`config.mk`:
```
export PLATFORM = sky130hd
export DESIGN_NAME = aicc_top
export DESIGN_NICKNAME = d
export VERILOG_FILES = /design/src/hdl/aicc_top.v
export VERILOG_INCLUDE_DIRS = /design/src /design/src/hdl
export SDC_FILE = /design/constraint.sdc
export NUM_CORES = 1
export LEC_CHECK = 0
export BUFFER_PORTS_ARGS = -buffer_cell sky130_fd_sc_hd__buf_4
export CORE_MARGIN = 10
export CORE_UTILIZATION = 43
export CTS_CLUSTER_SIZE = 16
export DETAILED_ROUTE_END_ITERATION = 8
export HOLD_SLACK_MARGIN = 0.06
export PLACE_DENSITY_LB_ADDON = 0.25
export SLEW_MARGIN = 20
export SYNTH_ARGS = -nofsm -noshare
export SYNTH_HDL_FRONTEND = slang
export SYNTH_SLANG_ARGS = --single-unit
```
`constraint.sdc`:
```
create_clock -name i_clock -period 3.1 [get_ports i_clock]
set_input_delay 0 -clock i_clock [delete_from_list [all_inputs] [get_ports i_clock]]
set_output_delay 0 -clock i_clock [all_outputs]
set_load 0.01 [all_outputs]
```
`src/hdl/aicc_consts.vh`:
```
// constants for the audio input and clock configuration block
// assumes a 125 MHz core-side clock and an 8-bit register port
`ifndef AICC_CONSTS_VH
`define AICC_CONSTS_VH

// ----------------------------------------
// register offsets and reset values
// ----------------------------------------
`define AICC_ADDR_CLKPROT 8'h00
`define AICC_ADDR_SERIAL 8'h01
`define AICC_ADDR_OUTSTG 8'h02
`define AICC_RST_CLKPROT 8'h63
`define AICC_RST_SERIAL 8'h80
`define AICC_RST_OUTSTG 8'h97
`define AICC_OUTSTG_WMASK 8'hbf
`define AICC_RDATA_NONE 8'h00

// ----------------------------------------
// field positions
// ----------------------------------------
`define AICC_F_CLKSEL 2:0
`define AICC_F_INTERP 4:3
`define AICC_B_TW_RECOV 5
`define AICC_B_TW_ADJ 6
`define AICC_B_FDR_BYP 7
`define AICC_F_FORMAT 3:0
`define AICC_B_BITORDER 4
`define AICC_B_SCK_DLY 5
`define AICC_B_CH1_MAP 6
`define AICC_B_CH2_MAP 7
`define AICC_F_OMODE 1:0
`define AICC_F_CSIZE 5:2
`define AICC_B_OC_BYP 7

// ----------------------------------------
// clock ratio, core clock and format codes
// ----------------------------------------
`define AICC_MCS_576 3'h5
`define AICC_MCS_128 3'h4
`define AICC_MCS_256 3'h3
`define AICC_MCS_384 3'h2
`define AICC_MCS_512 3'h1
`define AICC_MCS_768 3'h0
`define AICC_FAM_32K 2'h0
`define AICC_FAM_44K 2'h1
`define AICC_FAM_48K 2'h2
`define AICC_CORE_HZ_32K 26'h1f40000
`define AICC_CORE_HZ_44K 26'h2b11000
`define AICC_CORE_HZ_48K 26'h2ee0000
`define AICC_FMT_I2S 2'h0
`define AICC_FMT_LJ 2'h1
`define AICC_W24 5'h18
`define AICC_W20 5'h14
`define AICC_W18 5'h12
`define AICC_W16 5'h10
`define AICC_SYNC_TOL 16'h0004
`define AICC_WARN_LIMIT_ADDR 8'h37
`define AICC_PULSE_TICK_NS 9'h014

// ----------------------------------------
// timing
// ----------------------------------------
`define AICC_CLK_PERIOD_NS 8
`define AICC_TW_PERSIST_MS 400
`define AICC_TW_PERSIST_CYC (`AICC_TW_PERSIST_MS * 1000000 / `AICC_CLK_PERIOD_NS)
`define AICC_FDR_UNIT_NS 100000
`define AICC_FDR_UNIT_CYC (`AICC_FDR_UNIT_NS / `AICC_CLK_PERIOD_NS)

`endif

```
`src/hdl/aicc_top.v`:
```
// serial audio input front end, clock ratio decode and protection control
// assumes a same-clock register port from the control bus slave and a
// serial audio master driving frame clock, bit clock and data pins
`timescale 1ns/1ps
`include "aicc_consts.vh"

module aicc_top #(
	parameter TW_PERSIST_CYCLES = `AICC_TW_PERSIST_CYC,
	parameter FDR_UNIT_CYCLES = `AICC_FDR_UNIT_CYC
) (
	input wire i_clock,
	input wire i_rst_n,
	input wire i_clk_en,
	input wire i_reg_wr,
	input wire [7:0] i_reg_addr,
	input wire [7:0] i_reg_wdata,
	output reg [7:0] o_reg_rdata,
	input wire i_frame_clock_in,
	input wire i_bit_clock_in,
	input wire i_serial_data_in,
	input wire i_pll_locked,
	input wire i_fault,
	input wire i_thermal_warn,
	input wire i_input_detect_enable,
	input wire [15:0] i_fault_recovery_time,
	input wire [15:0] i_expected_ratio,
	input wire [1:0] i_rate_family,
	output reg [23:0] o_ch1_sample,
	output reg [23:0] o_ch2_sample,
	output reg o_sample_valid,
	output reg o_input_mute,
	output reg o_out_tristate,
	output reg o_int_n,
	output reg o_limit_active,
	output reg [7:0] o_limit_coef_addr,
	output reg [9:0] o_pll_factor,
	output reg [25:0] o_core_clk_hz,
	output reg [1:0] o_interp_ratio_sel,
	output reg [1:0] o_output_timing_mode,
	output reg [8:0] o_comp_pulse_ns,
	output reg o_overcurrent_adjust_bypass
);

	localparam [2:0] F_IDLE = 3'b001;
	localparam [2:0] F_HOLD = 3'b010;
	localparam [2:0] F_REL = 3'b100;
	localparam NSYNC = 6;

	reg [7:0] clkprot_q;
	reg [7:0] serial_q;
	reg [7:0] outstg_q;
	reg [NSYNC-1:0] sync1_q;
	reg [NSYNC-1:0] sync2_q;
	wire [NSYNC-1:0] async_in;
	wire lr_s;
	wire bclk_s;
	wire sd_s;
	wire lock_s;
	wire fault_s;
	wire warn_s;
	reg sync_ok_q;

	// ----------------------------------------
	// register port
	// ----------------------------------------
	// writes land on the cycle of the strobe, read data one cycle later
	always @(posedge i_clock) begin
		if (!i_rst_n) begin
			clkprot_q <= `AICC_RST_CLKPROT;
			serial_q <= `AICC_RST_SERIAL;
			outstg_q <= `AICC_RST_OUTSTG;
			o_reg_rdata <= `AICC_RDATA_NONE;
		end else if (i_clk_en) begin
			if (i_reg_wr && i_reg_addr == `AICC_ADDR_CLKPROT)
				clkprot_q <= i_reg_wdata;
			if (i_reg_wr && i_reg_addr == `AICC_ADDR_SERIAL)
				serial_q <= i_reg_wdata;
			if (i_reg_wr && i_reg_addr == `AICC_ADDR_OUTSTG)
				outstg_q <= i_reg_wdata & `AICC_OUTSTG_WMASK;
			case (i_reg_addr)
			`AICC_ADDR_CLKPROT: o_reg_rdata <= clkprot_q;
			`AICC_ADDR_SERIAL: o_reg_rdata <= serial_q;
			`AICC_ADDR_OUTSTG: o_reg_rdata <= outstg_q;
			default: o_reg_rdata <= `AICC_RDATA_NONE;
			endcase
		end
	end

	// ----------------------------------------
	// pin synchronisers
	// ----------------------------------------
	assign async_in = {i_thermal_warn, i_fault, i_pll_locked,
		i_serial_data_in, i_bit_clock_in, i_frame_clock_in};

	// two flops per pin, the first read only by the second
	genvar gi;
	generate
		for (gi = 0; gi < NSYNC; gi = gi + 1) begin : g_sync
			always @(posedge i_clock) begin
				if (!i_rst_n) begin
					sync1_q[gi] <= 1'b0;
					sync2_q[gi] <= 1'b0;
				end else if (i_clk_en) begin
					sync1_q[gi] <= async_in[gi];
					sync2_q[gi] <= sync1_q[gi];
				end
			end
		end
	endgenerate

	assign lr_s = sync2_q[0];
	assign bclk_s = sync2_q[1];
	assign sd_s = sync2_q[2];
	assign lock_s = sync2_q[3];
	assign fault_s = sync2_q[4];
	assign warn_s = sync2_q[5];

	// ----------------------------------------
	// clock ratio and core clock decode
	// ----------------------------------------
	reg [9:0] base_factor;
	reg [9:0] factor_d;
	reg [25:0] core_hz_d;

	// base-rate factor, halved at double rate, quartered at quad rate, zero for 576 at either
	always @* begin
		case (clkprot_q[`AICC_F_CLKSEL])
		`AICC_MCS_576: base_factor = 10'd576;
		`AICC_MCS_128: base_factor = 10'd128;
		`AICC_MCS_256: base_factor = 10'd256;
		`AICC_MCS_384: base_factor = 10'd384;
		`AICC_MCS_512: base_factor = 10'd512;
		`AICC_MCS_768: base_factor = 10'd768;
		default: base_factor = 10'd0;
		endcase
		if (clkprot_q[`AICC_F_INTERP] != 2'b00 &&
			clkprot_q[`AICC_F_CLKSEL] == `AICC_MCS_576)
			factor_d = 10'd0;
		else if (clkprot_q[4])
			factor_d = {2'b00, base_factor[9:2]};
		else if (clkprot_q[3])
			factor_d = {1'b0, base_factor[9:1]};
		else
			factor_d = base_factor;
		case (i_rate_family)
		`AICC_FAM_32K: core_hz_d = `AICC_CORE_HZ_32K;
		`AICC_FAM_44K: core_hz_d = `AICC_CORE_HZ_44K;
		`AICC_FAM_48K: core_hz_d = `AICC_CORE_HZ_48K;
		default: core_hz_d = `AICC_CORE_HZ_48K;
		endcase
	end

	// configuration seen by the processing and output stages
	always @(posedge i_clock) begin
		if (!i_rst_n) begin
			o_pll_factor <= 10'h000;
			o_core_clk_hz <= 26'h0000000;
			o_interp_ratio_sel <= 2'h0;
			o_output_timing_mode <= 2'h3;
			o_comp_pulse_ns <= 9'h000;
			o_overcurrent_adjust_bypass <= 1'b1;
			o_limit_coef_addr <= 8'h00;
		end else if (i_clk_en) begin
			o_pll_factor <= factor_d;
			o_core_clk_hz <= core_hz_d;
			o_interp_ratio_sel <= clkprot_q[`AICC_F_INTERP];
			o_output_timing_mode <= outstg_q[`AICC_F_OMODE];
			o_comp_pulse_ns <= (outstg_q[`AICC_F_OMODE] == 2'b11) ?
				({5'h00, outstg_q[`AICC_F_CSIZE]} * `AICC_PULSE_TICK_NS) :
				9'h000;
			o_overcurrent_adjust_bypass <= outstg_q[`AICC_B_OC_BYP];
			o_limit_coef_addr <= `AICC_WARN_LIMIT_ADDR;
		end
	end

	// ----------------------------------------
	// serial audio receiver (slave only)
	// ----------------------------------------
	wire [1:0] fmt_kind;
	wire lsb_first;
	wire is_i2s;
	wire rj;
	reg [4:0] fmt_w;
	reg bclk_dly_q;
	reg bclk_prev_q;
	reg lr_prev_q;
	reg [23:0] sr_q;
	reg [4:0] idx_q;
	reg [4:0] cnt_q;
	reg [23:0] left_q;
	wire bclk_use;
	wire bclk_rise;
	wire lr_change;
	wire [4:0] off;
	wire [4:0] wcap;
	wire cap;
	reg [23:0] word;

	assign fmt_kind = serial_q[1:0];
	assign lsb_first = serial_q[`AICC_B_BITORDER];
	assign is_i2s = (fmt_kind == `AICC_FMT_I2S);
	assign rj = ~fmt_kind[0] & fmt_kind[1];

	// width from the upper format bits
	always @* begin
		case (serial_q[3:2])
		2'b00: fmt_w = `AICC_W24;
		2'b01: fmt_w = `AICC_W20;
		2'b10: fmt_w = `AICC_W18;
		default: fmt_w = `AICC_W16;
		endcase
	end

	// optional one-cycle bit clock delay, then edge find
	assign bclk_use = serial_q[`AICC_B_SCK_DLY] ? bclk_dly_q : bclk_s;
	assign bclk_rise = bclk_use & ~bclk_prev_q;
	assign lr_change = lr_s ^ lr_prev_q;
	assign off = is_i2s ? 5'd1 : 5'd0;
	assign wcap = lsb_first ? fmt_w : `AICC_W24;
	// leading-aligned formats keep a window, right-justified keeps the tail
	assign cap = rj | ((idx_q >= off) && (idx_q < off + wcap));

	// align the half-frame word so its msb lands on bit 23
	always @* begin
		word = 24'h000000;
		if (lsb_first)
			word = sr_q & ~(24'hffffff >> fmt_w);
		else if (rj)
			word = (sr_q & (24'hffffff >> (5'd24 - fmt_w)))
				<< (5'd24 - fmt_w);
		else
			word = sr_q << (5'd24 - cnt_q);
	end

	wire closing_left;
	wire mute;
	assign closing_left = is_i2s ? ~lr_prev_q : lr_prev_q;
	assign mute = i_input_detect_enable & ~(lock_s & sync_ok_q);

	// bits are taken on bit clock rising edges seen in the core clock
	always @(posedge i_clock) begin
		if (!i_rst_n) begin
			bclk_dly_q <= 1'b0;
			bclk_prev_q <= 1'b0;
			lr_prev_q <= 1'b0;
			sr_q <= 24'h000000;
			idx_q <= 5'h00;
			cnt_q <= 5'h00;
			left_q <= 24'h000000;
			o_ch1_sample <= 24'h000000;
			o_ch2_sample <= 24'h000000;
			o_sample_valid <= 1'b0;
		end else if (i_clk_en) begin
			bclk_dly_q <= bclk_s;
			bclk_prev_q <= bclk_use;
			o_sample_valid <= 1'b0;
			if (bclk_rise) begin
				lr_prev_q <= lr_s;
				if (lr_change) begin
					// close the half-frame, bit 0 of the next one
					if (closing_left)
						left_q <= word;
					else if (!mute) begin
						o_ch1_sample <= serial_q[`AICC_B_CH1_MAP] ?
							word : left_q;
						o_ch2_sample <= serial_q[`AICC_B_CH2_MAP] ?
							word : left_q;
						o_sample_valid <= 1'b1;
					end else begin
						o_ch1_sample <= 24'h000000;
						o_ch2_sample <= 24'h000000;
					end
					idx_q <= 5'h01;
					if (!is_i2s) begin
						sr_q <= lsb_first ? {sd_s, 23'h000000} :
							{23'h000000, sd_s};
						cnt_q <= 5'h01;
					end else begin
						sr_q <= 24'h000000;
						cnt_q <= 5'h00;
					end
				end else begin
					if (idx_q != 5'h1f)
						idx_q <= idx_q + 5'h01;
					if (cap) begin
						sr_q <= lsb_first ? {sd_s, sr_q[23:1]} :
							{sr_q[22:0], sd_s};
						if (cnt_q != `AICC_W24)
							cnt_q <= cnt_q + 5'h01;
					end
				end
			end
		end
	end

	// ----------------------------------------
	// frame clock ratio check
	// ----------------------------------------
	reg lr_seen_q;
	reg [15:0] period_q;
	wire lr_edge;
	wire [15:0] lo_lim;
	wire [15:0] hi_lim;
	assign lr_edge = lr_s & ~lr_seen_q;
	assign lo_lim = i_expected_ratio - `AICC_SYNC_TOL;
	assign hi_lim = i_expected_ratio + `AICC_SYNC_TOL;

	// core cycles per frame must stay inside N-4..N+4
	always @(posedge i_clock) begin
		if (!i_rst_n) begin
			lr_seen_q <= 1'b0;
			period_q <= 16'h0000;
			sync_ok_q <= 1'b0;
			o_input_mute <= 1'b0;
		end else if (i_clk_en) begin
			lr_seen_q <= lr_s;
			o_input_mute <= mute;
			if (lr_edge) begin
				period_q <= 16'h0001;
				sync_ok_q <= (period_q >= lo_lim) &&
					(period_q <= hi_lim);
			end else begin
				if (period_q != 16'hffff)
					period_q <= period_q + 16'h0001;
				if (period_q > hi_lim)
					sync_ok_q <= 1'b0;
			end
		end
	end

	// ----------------------------------------
	// fault recovery and interrupt pulse
	// ----------------------------------------
	reg [2:0] fstate_q;
	reg fault_prev_q;
	reg [15:0] unit_q;
	reg [31:0] tick_q;
	wire [15:0] units;
	assign units = (i_fault_recovery_time == 16'h0000) ? 16'h0001 :
		i_fault_recovery_time;

	// tristate held for the programmed time, retried while fault stays
	always @(posedge i_clock) begin
		if (!i_rst_n) begin
			fstate_q <= F_IDLE;
			fault_prev_q <= 1'b0;
			unit_q <= 16'h0000;
			tick_q <= 32'h00000000;
			o_out_tristate <= 1'b0;
			o_int_n <= 1'b1;
		end else if (i_clk_en) begin
			fault_prev_q <= fault_s;
			o_int_n <= ~(fault_s & ~fault_prev_q);
			case (fstate_q)
			F_IDLE: begin
				if (fault_s && !clkprot_q[`AICC_B_FDR_BYP]) begin
					fstate_q <= F_HOLD;
					o_out_tristate <= 1'b1;
					unit_q <= units;
					tick_q <= FDR_UNIT_CYCLES - 1;
				end
			end
			F_HOLD: begin
				if (tick_q != 32'h00000000)
					tick_q <= tick_q - 32'h00000001;
				else if (unit_q != 16'h0001) begin
					unit_q <= unit_q - 16'h0001;
					tick_q <= FDR_UNIT_CYCLES - 1;
				end else begin
					fstate_q <= F_REL;
					o_out_tristate <= 1'b0;
				end
			end
			F_REL: fstate_q <= F_IDLE;
			default: begin
				fstate_q <= F_IDLE;
				o_out_tristate <= 1'b0;
			end
			endcase
		end
	end

	// ----------------------------------------
	// thermal warning limiting
	// ----------------------------------------
	reg [31:0] warn_cnt_q;

	// persist timer, then limit; release depends on recovery bypass
	always @(posedge i_clock) begin
		if (!i_rst_n) begin
			warn_cnt_q <= 32'h00000000;
			o_limit_active <= 1'b0;
		end else if (i_clk_en) begin
			if (!warn_s)
				warn_cnt_q <= 32'h00000000;
			else if (warn_cnt_q != TW_PERSIST_CYCLES)
				warn_cnt_q <= warn_cnt_q + 32'h00000001;
			if (clkprot_q[`AICC_B_TW_ADJ])
				o_limit_active <= 1'b0;
			else if (warn_s && warn_cnt_q == TW_PERSIST_CYCLES)
				o_limit_active <= 1'b1;
			else if (!warn_s && !clkprot_q[`AICC_B_TW_RECOV])
				o_limit_active <= 1'b0;
		end
	end

endmodule

```
==> run_results.csv <==
group,metric,value,unit
route,initialDrtViolationCount,1086,
grt,globalRouteOverflowTotal,0,
setup_path,critPathRequiredTime,3.51,ns
synthesis,synth_seq_cells,284,
finish,design.final.nets,2316,
synthesis,syn_avg_cell_area,8.39,sq um
run,cap_viol_max_count,0,
clock_network,ctsHtreeMaxLevel,2,
placed_design,port_buffers,155,
route,routedWlPerCell,19.7,um
setup_path,r2r_end,"o_ch2_sample[22]",
clock_network,cts.reportedPaths.clkPinSlew,0.06,ns
setup_path,crit_path_start_kind,"flip-flop",
setup_path,worst_r2r_startpoint,"cnt_q[0]",
placed_design,placedInstanceArea,18800,sq um
synthesis,synthDominantAreaCellType,"sky130_fd_sc_hd__dfxtp_1",
power,p_leak,8.00,nW
route,antenna_left,0,
synthesis,leading_register_cell_type_out_of_synthesis,"sky130_fd_sc_hd__dfxtp_1",
finish,layout-drive-gt1-share,17.0,%
timing,report.final.setup_viol,0,
outcome,status,"completed",
clock_network,root_buffer,"sky130_fd_sc_hd__clkbuf_16",
timing,layout_min_cycle_time,2.93,ns
power,p_per_area,417,nW/um^2
timing,drv_slew,0,
synthesis,synth_top_area_share,33.2,%
hold_path,hold_path_end,"sync_ok_q",
clock_network,cts_sinks,284,
die,core-area,39500,sq um
timing,tightestPinTransition,0.949,ns
setup_path,critical_path_class,"reg2reg",
route,post-route-drc-count,0,
timing,fin_crit_sh,94.5,%
hold_path,hold_path.class,"in2reg",
grt,grt_pass1_vias,15400,
die,starting_density_of_the_core,43.3,%
setup_path,crit_arrival,3.34,ns
route,total_length_of_routed_wires,54000,um
finish,final_design_area_no_fill,20300,sq um
setup_path,ff2ff_path_depth,10,
timing,slew_limit_headroom,36.7,%
clock_network,cts_made_buffers,34,
clock_network,clock_path_buffers,3,
synthesis,synth_top_cells_by_area,"sky130_fd_sc_hd__dfxtp_1 (33%), sky130_fd_sc_hd__mux2i_1 (6.1%), sky130_fd_sc_hd__nand2_1 (5.5%)",
clock_network,cts_tree,"done",
grt,grt_antenna_before_repair,1,
finish,fillerInstances,3722,
timing,max_freq,341,MHz
synthesis,post_synth_num_cell_types,90,
power,vdd_drop_max,0.372,mV
placed_design,dp_hpwl,39100,um
synthesis,yosysWarningCount,0,
synthesis,synth_area,17100,sq um
hold_path,hold_path.startpoint,"i_expected_ratio[0]",
setup_path,crit_path_max_fanout,4,
finish,final_util,51.5,%
die,total_die_area,48200,sq um
clock_network,worst_skew_pair.late_latency,0.56,ns
synthesis,synth_async_sr_flop_share,0,%
route,drtPass1Iterations,5,
finish,instances_no_fill,2747,
synthesis,synth_cells,2041,
power,total_power,8.49,mW
grt,globalRouteTotalUtil,21.7,%
setup_path,regToRegSetupSlack,0.17,ns
hold_path,hold-path-cell-count,5,
die,die_x,220,um
route,total_via_count_after_detailed_routing,15600,
timing,final.setup_skew,0.0201,ns
synthesis,synth-seq-area-share,33.2,%
timing,hold_viol,0,
timing,grt_setup_unrepaired,"no",
route,average_via_count_per_standard_cell,5.69,
synthesis,synth_enable_flop_cells,0,
placed_design,numPlacedInstances,2642,
die,die-height,220,um
finish,areaGrowthSynthToFinish,18.8,%
grt,global_route_wire_length_before_repair,85000,um
placed_design,gp_congestion,0.975,
timing,timing.setup.tns,0,ns
clock_network,postCtsSetupRepairBufs,0,
grt,grt_start_max_net_pins,60,
die,io_pins,180,
die,std_cell_rows,73,
setup_path,critical_path.endpoint_type,"flip-flop",
cells in the mapped netlist, types with 9 or more instances:
| cell | number |
|---|---|
| sky130_fd_sc_hd__dfxtp_1 | 284 |
| sky130_fd_sc_hd__or4_1 | 10 |
| sky130_fd_sc_hd__nand4_1 | 24 |
| sky130_fd_sc_hd__mux4_2 | 28 |
| sky130_fd_sc_hd__buf_2 | 14 |
| sky130_fd_sc_hd__nand2b_1 | 10 |
| sky130_fd_sc_hd__a21boi_0 | 44 |
| sky130_fd_sc_hd__nand3b_1 | 11 |
| sky130_fd_sc_hd__buf_4 | 42 |
| sky130_fd_sc_hd__xnor2_1 | 48 |
| sky130_fd_sc_hd__nor4_1 | 24 |
| sky130_fd_sc_hd__or3_1 | 24 |
| sky130_fd_sc_hd__nand3_1 | 69 |
| sky130_fd_sc_hd__o22ai_1 | 12 |
| sky130_fd_sc_hd__nor2b_1 | 58 |
| sky130_fd_sc_hd__ha_1 | 57 |
| sky130_fd_sc_hd__xor2_1 | 46 |
| sky130_fd_sc_hd__clkbuf_1 | 104 |
| sky130_fd_sc_hd__nand2_1 | 251 |
| sky130_fd_sc_hd__a32oi_1 | 14 |
| sky130_fd_sc_hd__o21ai_1 | 16 |
| sky130_fd_sc_hd__o31ai_1 | 17 |
| sky130_fd_sc_hd__o211ai_1 | 9 |
| sky130_fd_sc_hd__o211a_1 | 10 |
| sky130_fd_sc_hd__a21o_1 | 18 |
| sky130_fd_sc_hd__and2_1 | 10 |
| sky130_fd_sc_hd__o21ai_0 | 127 |
| sky130_fd_sc_hd__a22o_1 | 19 |
| sky130_fd_sc_hd__nor3_1 | 49 |
| sky130_fd_sc_hd__mux2i_1 | 105 |
| sky130_fd_sc_hd__buf_1 | 14 |
| sky130_fd_sc_hd__and3_1 | 24 |
| sky130_fd_sc_hd__mux2_2 | 23 |
| sky130_fd_sc_hd__inv_1 | 39 |
| sky130_fd_sc_hd__a21oi_1 | 83 |
| sky130_fd_sc_hd__nor2_1 | 149 |
| sky130_fd_sc_hd__a211oi_1 | 12 |
cells in the final DEF (no fill, tap or decap), types with 11 or more instances in the layout:
cell	synthesis	routed
sky130_fd_sc_hd__dfxtp_1	284	283
sky130_fd_sc_hd__nor2_1	149	149
sky130_fd_sc_hd__o21ai_0	127	126
sky130_fd_sc_hd__nor3_1	49	48
sky130_fd_sc_hd__nand3b_1	11	11
sky130_fd_sc_hd__a32oi_1	14	14
sky130_fd_sc_hd__nand3_1	69	69
sky130_fd_sc_hd__mux2_2	23	23
sky130_fd_sc_hd__inv_1	39	39
sky130_fd_sc_hd__a211oi_1	12	12
sky130_fd_sc_hd__o21ai_1	16	16
sky130_fd_sc_hd__a21oi_1	83	82
sky130_fd_sc_hd__mux2i_1	105	105
sky130_fd_sc_hd__o22ai_1	12	12
sky130_fd_sc_hd__nor4_1	24	24
sky130_fd_sc_hd__nand4_1	24	24
sky130_fd_sc_hd__a22o_1	19	19
sky130_fd_sc_hd__dlygate4sd3_1	0	44
sky130_fd_sc_hd__a21o_1	18	18
sky130_fd_sc_hd__a21boi_0	44	43
sky130_fd_sc_hd__buf_4	42	230
sky130_fd_sc_hd__xor2_1	46	46
sky130_fd_sc_hd__nand2_1	251	251
sky130_fd_sc_hd__clkbuf_16	0	35
sky130_fd_sc_hd__ha_1	57	57
sky130_fd_sc_hd__mux4_2	28	28
sky130_fd_sc_hd__nor2b_1	58	58
sky130_fd_sc_hd__xnor2_1	48	47
sky130_fd_sc_hd__o31ai_1	17	17
sky130_fd_sc_hd__or3_1	24	24
sky130_fd_sc_hd__conb_1	1	24
sky130_fd_sc_hd__and3_1	24	24
report_power, final:
part,switching [mW],internal (mW)
Sequential,0.0357,3.69
Combinational,0.387,0.299
Clock,1.64,2.44
metal layers:
metal  vias to the layer above  track usage, %  wire length, um
met5                         -               0                0
li1                       7587               -                -
met4                         0            8.94             1970
met2                       466            36.5            26100
met1                      7474            27.0            22800
met3                       113            3.73             3160
state kept, by name, indices dropped and copies added, names as in the netlist, 5 cells and up:
signal	cells
period_q	16
sync1_q	6
o_comp_pulse_ns	7
o_ch1_sample	24
cnt_q	5
warn_cnt_q	32
clkprot_q	8
idx_q	5
serial_q	8
sr_q	24
tick_q	32
o_ch2_sample	24
left_q	24
unit_q	16
o_reg_rdata	8
outstg_q	7
o_core_clk_hz	7
o_pll_factor	6
kinds of logic after synthesis:
group,synth area share (%)
flip-flops,33.2
other,0.0219
XOR/XNOR,4.97
buffers and inverters,6.04
adder cells (fa/ha/maj),4.28
multiplexers,11.3
AND/OR/NAND/NOR,22.0
AO/OA/AOI/OAI,18.2
metrics by stage:
stage	hold WS, ns	worst slack [ns]
after floorplan	0.125	0.00894
after global placement	0.237	0.220
after detailed placement	0.238	0.149
after CTS	0.117	0.0943
after global routing	0.135	0.0410
final	0.122	0.171
layout make-up:
cell class              count  area [sq um]  area share [%]
diodes                      2          5.00          0.0246
multi-input cells        1559         10500            51.7
inverters                  43           161           0.793
flip-flops and latches    284          5690            27.9
clock buffers              46           957            4.70
clock inverters            13           169           0.830
well taps                 525           657            3.23
repair buffers            275          2190            10.7
how the worst max path moves through the flow:
stage                  start  slack [ns]  cells after the start                to
floorplan           cnt_q[0]       0.009                     13  o_ch2_sample[22]
global placement    cnt_q[0]        0.22                     10  o_ch2_sample[23]
detailed placement  cnt_q[0]        0.15                     10  o_ch2_sample[22]
CTS                 cnt_q[0]        0.09                     10  o_ch2_sample[22]
global route        cnt_q[0]        0.04                      9        left_q[19]
finish              cnt_q[0]        0.17                     10  o_ch2_sample[22]
timing repair:
item,4_1_cts,5_1_grt
gates resized for setup,0,4
endpoints found under the hold margin,73,0
setup endpoints to repair,0,7
hold buffers,44,0
worst max-delay path: stages (launching register included):
cell                       delay (ns)
sky130_fd_sc_hd__dfxtp_1         0.34
sky130_fd_sc_hd__inv_1           0.06
sky130_fd_sc_hd__ha_1            0.41
sky130_fd_sc_hd__mux2_2          0.40
sky130_fd_sc_hd__mux4_2          0.53
sky130_fd_sc_hd__a41o_1          0.21
sky130_fd_sc_hd__a311oi_1        0.23
sky130_fd_sc_hd__buf_4           0.18
sky130_fd_sc_hd__a211oi_1        0.05
sky130_fd_sc_hd__a21oi_2         0.24
sky130_fd_sc_hd__o221ai_1        0.15
No activity file was read; power rests on OpenSTA's default activity.
